### config.mk
export PLATFORM = sky130hd
export DESIGN_NAME = pbs_pattern_buffer_signalling
export DESIGN_NICKNAME = d
export VERILOG_FILES = /design/src/core/pbs_pkg.sv /design/src/core/pbs_pattern_buffer_signalling.sv
export VERILOG_INCLUDE_DIRS = /design/src /design/src/core
export SDC_FILE = /design/constraint.sdc
export NUM_CORES = 1
export LEC_CHECK = 0
export ABC_AREA = 1
export ABC_CLOCK_PERIOD_IN_PS = 1150
export BUFFER_PORTS_ARGS = -buffer_cell sky130_fd_sc_hd__buf_4
export CAP_MARGIN = 40
export CORE_MARGIN = 2
export CORE_UTILIZATION = 45
export CTS_CLUSTER_DIAMETER = 30
export DETAILED_ROUTE_END_ITERATION = 7
export PLACE_DENSITY = 0.74
export SYNTH_ARGS = -nofsm -noshare
export SYNTH_HDL_FRONTEND = slang
export SYNTH_SLANG_ARGS = --single-unit
### constraint.sdc
create_clock -name clk -period 1.15 [get_ports clk]
set_clock_uncertainty 0.1 [all_clocks]
set_input_delay 0.0575 -clock clk [delete_from_list [all_inputs] [get_ports clk]]
set_output_delay 0.0575 -clock clk [all_outputs]
set_load 0.02 [all_outputs]
### src/core/pbs_params.svh
// constants for the pattern buffer side-band signalling block
// assumes inclusion from the package and the core module only
`ifndef PBS_PARAMS_SVH
`define PBS_PARAMS_SVH

// -----------------------------------------------------------------
// target addresses chosen by the strap
// -----------------------------------------------------------------
`define PBS_ADDR_STRAP_LOW  7'h1b
`define PBS_ADDR_STRAP_HIGH 7'h1d

// -----------------------------------------------------------------
// reset values and widths
// -----------------------------------------------------------------
`define PBS_INDEX_RESET     2'h0
`define PBS_BUFFER_COUNT    3'h4
`define PBS_ADVANCE_PULSE   4'h2
// edges after release before the synchronised strap holds the pin value
`define PBS_STRAP_SETTLE    2'h2

`endif

### src/core/pbs_pkg.sv
// types shared by the pattern buffer side-band signalling block
// assumes pbs_params.svh sits beside it
`include "pbs_params.svh"

package pbs_pkg;
	typedef enum logic [1:0] {
		PBS_STRAP   = 2'b00,
		PBS_HOLDLOW = 2'b01,
		PBS_ACTIVE  = 2'b10
	} pbs_pin_e;

	typedef struct packed {
		logic [1:0] bufferIndex;
		logic       bufferAdvance;
		logic       patternInvert;
	} pbs_side_s;

	typedef struct packed {
		logic [1:0] out;
		logic [1:0] oe;
	} pbs_index_pins_s;
endpackage

### src/core/pbs_pattern_buffer_signalling.sv
// side-band pins toward an optional companion logic holding four buffers
// assumes display core events come from logic on clk; strap and load-done come from pins
//
// What this block does
// - asserting invert makes the held one-bit pattern display inverted.
// - after configuration load, invert, index and advance drive low, not enabled.
// - host enables outputs by control register write; device keeps them inactive until.
// - two index outputs encode which of four buffers is in use.
// - strap sampled once at reset release to choose target address.
// - strap low gives address 1Bh, strap high gives 1Dh.
// - upper index pin is input at reset release, low output after load.
// - advance output tells companion when to move to the next buffer.
`timescale 1ns/1ps
`default_nettype none
`include "pbs_params.svh"

module pbs_pattern_buffer_signalling (
	// clock and reset
	input  wire logic                    clk,
	input  wire logic                    reset,
	// configuration status and host control
	input  wire logic                    configLoadDone,
	input  wire logic                    outputsEnableWrite,
	input  wire logic                    outputsEnableValue,
	// display core events
	input  wire logic                    advanceRequest,
	input  wire logic                    invertRequest,
	input  wire logic                    pixelIn,
	// strap / upper index pin
	input  wire logic                    addrSelPinIn,
	// side-band pins
	output logic                         bufferIndexLsb,
	output logic                         bufferIndexLsbOe,
	output pbs_pkg::pbs_index_pins_s     indexPins,
	output logic                         bufferAdvance,
	output logic                         patternInvert,
	// results
	output logic [6:0]                   targetAddress,
	output logic                         pixelOut,
	output pbs_pkg::pbs_side_s           sideState
);
	import pbs_pkg::*;

	// -----------------------------------------------------------------
	// input synchronisers
	// -----------------------------------------------------------------
	logic strapMeta_ff;
	logic strapSync_ff;
	logic loadMeta_ff;
	logic loadSync_ff;

	always_ff @(posedge clk or posedge reset) begin
		if (reset) begin
			strapMeta_ff <= 1'b0;
			strapSync_ff <= 1'b0;
			loadMeta_ff  <= 1'b0;
			loadSync_ff  <= 1'b0;
		end else begin
			strapMeta_ff <= addrSelPinIn;
			strapSync_ff <= strapMeta_ff;
			loadMeta_ff  <= configLoadDone;
			loadSync_ff  <= loadMeta_ff;
		end
	end

	// -----------------------------------------------------------------
	// pin state sequencing
	// -----------------------------------------------------------------
	pbs_pin_e pinState_ff;
	pbs_pin_e nxt_pinState;
	logic     strapTaken_ff;
	logic     enabled_ff;

	always_comb begin
		nxt_pinState = pinState_ff;
		unique case (pinState_ff)
			PBS_STRAP:   if (strapTaken_ff && loadSync_ff) nxt_pinState = PBS_HOLDLOW;
			PBS_HOLDLOW: if (enabled_ff) nxt_pinState = PBS_ACTIVE;
			PBS_ACTIVE:  if (!enabled_ff) nxt_pinState = PBS_HOLDLOW;
			default:     nxt_pinState = PBS_HOLDLOW;
		endcase
	end

	always_ff @(posedge clk or posedge reset) begin
		if (reset)
			pinState_ff <= PBS_STRAP;
		else
			pinState_ff <= nxt_pinState;
	end

	// enable register bit, written by the host control path
	always_ff @(posedge clk or posedge reset) begin
		if (reset)
			enabled_ff <= 1'b0;
		else if (outputsEnableWrite && pinState_ff != PBS_STRAP)
			enabled_ff <= outputsEnableValue;
	end

	// -----------------------------------------------------------------
	// strap capture, once after release, from the synchronised pin
	// -----------------------------------------------------------------
	logic       strapValue_ff;
	logic [1:0] strapWait_ff;

	// sync delay means the capture waits two edges after release
	always_ff @(posedge clk or posedge reset) begin
		if (reset)
			strapWait_ff <= 2'h0;
		else if (strapWait_ff != 2'h3)
			strapWait_ff <= strapWait_ff + 2'h1;
	end

	always_ff @(posedge clk or posedge reset) begin
		if (reset) begin
			strapTaken_ff <= 1'b0;
			strapValue_ff <= 1'b0;
		end else if (!strapTaken_ff && strapWait_ff == `PBS_STRAP_SETTLE) begin
			strapTaken_ff <= 1'b1;
			strapValue_ff <= strapSync_ff;
		end
	end

	always_ff @(posedge clk or posedge reset) begin
		if (reset)
			targetAddress <= `PBS_ADDR_STRAP_LOW;
		else if (!strapTaken_ff && strapWait_ff == `PBS_STRAP_SETTLE)
			targetAddress <= strapSync_ff ? `PBS_ADDR_STRAP_HIGH : `PBS_ADDR_STRAP_LOW;
	end

	// -----------------------------------------------------------------
	// buffer index and advance
	// -----------------------------------------------------------------
	logic [1:0] index_ff;
	logic [3:0] advCount_ff;
	logic       invert_ff;
	logic       active;

	assign active = (pinState_ff == PBS_ACTIVE);

	always_ff @(posedge clk or posedge reset) begin
		if (reset)
			index_ff <= `PBS_INDEX_RESET;
		else if (active && advanceRequest)
			index_ff <= index_ff + 2'h1; // wraps over four buffers
	end

	// advance held a few cycles so the companion's synchroniser sees it
	always_ff @(posedge clk or posedge reset) begin
		if (reset)
			advCount_ff <= 4'h0;
		else if (active && advanceRequest)
			advCount_ff <= `PBS_ADVANCE_PULSE;
		else if (!active)
			advCount_ff <= 4'h0;
		else if (advCount_ff != 4'h0)
			advCount_ff <= advCount_ff - 4'h1;
	end

	always_ff @(posedge clk or posedge reset) begin
		if (reset)
			invert_ff <= 1'b0;
		else
			invert_ff <= active && invertRequest;
	end

	always_ff @(posedge clk or posedge reset) begin
		if (reset)
			pixelOut <= 1'b0;
		else
			pixelOut <= pixelIn ^ invert_ff;
	end

	// -----------------------------------------------------------------
	// pin drivers
	// -----------------------------------------------------------------
	always_comb begin
		sideState.bufferIndex   = active ? index_ff : 2'h0;
		sideState.bufferAdvance = active && (advCount_ff != 4'h0);
		sideState.patternInvert = active && invert_ff;
	end

	assign bufferIndexLsb   = sideState.bufferIndex[0];
	assign bufferIndexLsbOe = (pinState_ff != PBS_STRAP);
	assign indexPins        = {sideState.bufferIndex, {2{pinState_ff != PBS_STRAP}}};
	assign bufferAdvance    = sideState.bufferAdvance;
	assign patternInvert    = sideState.patternInvert;

	// -----------------------------------------------------------------
	// checks
	// -----------------------------------------------------------------
	a_strap_input_phase: assert property (@(posedge clk) disable iff (reset)
		(pinState_ff == PBS_STRAP) |-> (indexPins.oe == 2'b00))
		else $error("upper index pin driven before load");
	a_low_before_enable: assert property (@(posedge clk) disable iff (reset)
		(!enabled_ff) |=> (!bufferAdvance && !patternInvert && indexPins.out == 2'h0))
		else $error("outputs active without enable");
	a_holdlow_after_load: assert property (@(posedge clk) disable iff (reset)
		(pinState_ff == PBS_HOLDLOW) |-> (indexPins.oe == 2'b11 && indexPins.out == 2'h0))
		else $error("pins not driven low after load");
	a_index_steps: assert property (@(posedge clk) disable iff (reset)
		(active && advanceRequest) |=> (index_ff == $past(index_ff) + 2'h1))
		else $error("index did not step");
	a_advance_pulse: assert property (@(posedge clk) disable iff (reset)
		(active && advanceRequest) ##1 active |-> bufferAdvance)
		else $error("advance not raised");
	a_invert_pixel: assert property (@(posedge clk) disable iff (reset)
		(patternInvert) |=> (pixelOut == !$past(pixelIn)))
		else $error("pixel not inverted");
	a_strap_once: assert property (@(posedge clk) disable iff (reset)
		strapTaken_ff |=> ($stable(strapValue_ff) && strapTaken_ff))
		else $error("strap resampled");
	a_address_pick: assert property (@(posedge clk) disable iff (reset)
		(strapWait_ff == 2'h3) |-> (targetAddress == (strapValue_ff ? 7'h1d : 7'h1b)))
		else $error("wrong target address");
endmodule // pbs_pattern_buffer_signalling
`default_nettype wire

==> impl_metrics.tcl <==
set metrics [dict create \
    clockBufferDepth 2 \
    drive_gt1_frac 0.4932 \
    critPathArrivalTime_ns 1.26 \
    slowest_stage "dfrtp_1" \
    syn_avg_cell_area_um2 9.020 \
    power.density_nw_per_um2 1575 \
    yosysTopAreaCell "dfrtp_1" \
    min_period_ns 1.413 \
    pwr-share-clk 0.140 \
    fmaxAchievable_ghz 0.7076 \
    ant_nets 0 \
    die_w_um 50.96 \
    yosysMostFrequentCell "nand2_1" \
    ys_types 21 \
    cts-root-buf "clkbuf_4" \
    rsz0062_at_grt "yes" \
    drtIter0Drc 8 \
    rrSetupSlack_ns -0.16 \
    htreeDepth 1 \
    wl_per_cell_um 10.23 \
    drc 0 \
    avgViaCountPerCell 4.331 \
    antenna_found_initial 0 \
    maxSlewViolCount 0 \
    seqPwrFrac 0.386 \
    crit_required_ns 0.99 \
    cts_buffers 3 \
    dp_hpwl_um 1165 \
    post-route-util 0.7321 \
    first_pass_iters 4 \
    cts.sinks 20 \
    crit_fanout 2 \
    yosysWarningCount 0 \
    dieArea_um2 2596 \
    pwr-share-comb 0.474 \
    vias 758 \
    cap_violations 0 \
    p_int_uw 1460 \
    grt_max_degree 21 \
    critPathCaptureType "output pin" \
    path_common_cell "nor2_4" \
    ir_worst_vdd_mv 1.214 \
    p_sw_uw 871.2 \
    placed_cells_incl_taps 156 \
    power.share.switching 0.3737 \
    synth-seq-cells 20 \
    fillers 145 \
    synth_area_um2 992.2 \
    slowest_delay_ns 0.40 \
    setup_viol 19 \
    grt_usage 0.1478 \
    criticalPathCategory "flop to output pin" \
    finalNetCount 162 \
    ys_seq_area_frac 0.5057 \
    synth_edf_count 0 \
    antenna_cells 0 \
    finalCritPeriodShare 1.229 \
    rows 16 \
    crit_chain "inv_2, ha_4, nand2_4, nor2_4, nor2_4, buf_6" \
    synth_flop_cell "dfrtp_1" \
    hold_viol_final 0 \
    violations "negative setup slack" \
    io_buffers 23 \
    netlist_top_cells_count "nand2_1, dfrtp_1, inv_1, buf_4, nor2_1" \
    status "finished with violations" \
    grt_first_pass_wirelength_um 2946 \
    routed_wl_um 1791 \
    start_util 0.4907 \
    ys_async_sr_fraction 1.000 \
    grt_pass1_vias 706 \
    cp-start-kind "flop" \
    coreArea_um2 2022 \
    hold_class "input port to asynchronous set/reset pin" \
    die_y_um 50.96 \
    tns_ns -2.693 \
    clk_latency_ns 0.29 \
    clkTransAtPathRegs_ns 0.10 \
    area_delta_synth_final_pct 49.18 \
    gp_congestion 0.6867 \
    yosysTopAreaCellShare 0.4792 \
    grt.overflow.total 0 \
    netlist_instances 110 \
    cts_tree "done" \
    final_cells 175 \
    final.setup.worst_slack_ns -0.2632 \
    synth_area_leaders "dfrtp_1, buf_4, nand2_1" \
    power_leakage_uw 0.0007450 \
    ios 29 \
]
-- logic make-up (layout without fill, tap and decap cells) --
group / Yosys count / in the layout / share of synthesized area
XOR/XNOR: 3 / 3 / 0.02649
buffers and inverters: 29 / 64 / 0.1551
AND/OR/NAND/NOR: 48 / 48 / 0.2346
adder cells (fa/ha/maj): 4 / 4 / 0.05044
AO/OA/AOI/OAI: 4 / 4 / 0.02017
flip-flops: 20 / 20 / 0.5057
other: 2 / 5 / 0.007569
-- metrics by stage --
stage          cell area [um^2]  setup WS, ns  hold WS [ns]  total power, uW
2_1_floorplan              1042     -0.005188      -0.07941             1509
3_3_place_gp               1192     -0.008416      0.001222             1676
3_5_place_dp               1192      -0.02971      0.002622             1697
4_1_cts                    1406       -0.2467        0.2330             2229
5_1_grt                    1480       -0.3243        0.2558             2481
6_report                   1480       -0.2632        0.2404             2332
-- per-layer routing --
layer  vias to the layer above  track usage  share of wire
met1                       346       0.1739           0.43
met4                         0      0.02703              0
met3                         0      0.02632          0.037
met5                         -            0              0
li1                        391            -              -
met2                        21       0.2792           0.53
-- worst max-delay path: cells and delay by family, from the launching register on --
| kind | cells | cell delay [ns] |
|---|---|---|
| flip-flops | 1 | 0.40 |
| adder cells (fa/ha/maj) | 1 | 0.15 |
| AND/OR/NAND/NOR | 3 | 0.21 |
| buffers and inverters | 2 | 0.20 |
-- power groups by stage --
stage	clock network, uW	registers [uW]	logic (uW)
2_1_floorplan	0	894	614
3_3_place_gp	0	884	793
3_5_place_dp	0	886	811
4_1_cts	337	894	999
5_1_grt	372	911	1200
6_report	326	900	1110
-- layout make-up --
class,instances,area [um^2],share of cell area
multi-input cells,64,459.2,0.3102
well taps,27,33.78,0.02282
clock buffers,4,26.28,0.01775
repair buffers,43,391.6,0.2646
inverters,17,66.31,0.04480
flip-flops and latches,20,503.0,0.3398
-- state kept, by name, indices dropped and copies added, names as in the netlist --
signal	count
advCount_ff	4
enabled_ff	1
index_ff	2
invert_ff	1
loadMeta_ff	1
loadSync_ff	1
pinState_ff	2
pixelOut	1
strapMeta_ff	1
strapSync_ff	1
strapTaken_ff	1
strapWait_ff	2
targetAddress	2
-- placed cells by master (no fill, tap or decap), types with 2 or more instances in the layout --
| master | instances |
|---|---|
| nor2_2 | 3 |
| buf_6 | 13 |
| inv_1 | 11 |
| nand2_4 | 2 |
| clkbuf_4 | 3 |
| ha_2 | 2 |
| buf_4 | 22 |
| xnor2_1 | 2 |
| nand3_2 | 2 |
| nor2_4 | 6 |
| inv_2 | 5 |
| dfrtp_1 | 18 |
| nor2_1 | 4 |
| dlygate4sd3_1 | 8 |
| conb_1 | 5 |
| nand2_2 | 5 |
| nand3_1 | 5 |
| nand2_1 | 17 |
-- worst paths after layout --
path | to | startpoint | cells past startpoint
setup / recovery | sideState[1] | advCount_ff[0]$_DFFE_PP0P_ | 6
hold / removal | loadMeta_ff$_DFF_PP0_ | reset | 4
setup reg to reg | advCount_ff[1]$_DFFE_PP0P_ | pinState_ff[0]$_DFFE_PP0P_ | 7
hold reg to reg | strapSync_ff$_DFF_PP0_ | strapMeta_ff$_DFF_PP0_ | 0
max in group asynchronous | targetAddress[1]$_DFFE_PP1P_ | reset | 4
min in group clk | strapSync_ff$_DFF_PP0_ | strapMeta_ff$_DFF_PP0_ | 0
-- repair_timing --
item | CTS | global route
hold buffers | 8 | 0
hold endpoints to repair | 31 | 0
setup endpoints to repair | 15 | 23
gates resized for setup | 19 | 21
pin swaps | 8 | 4
setup buffers | 5 | 2
No activity file was read; power rests on OpenSTA's default activity.
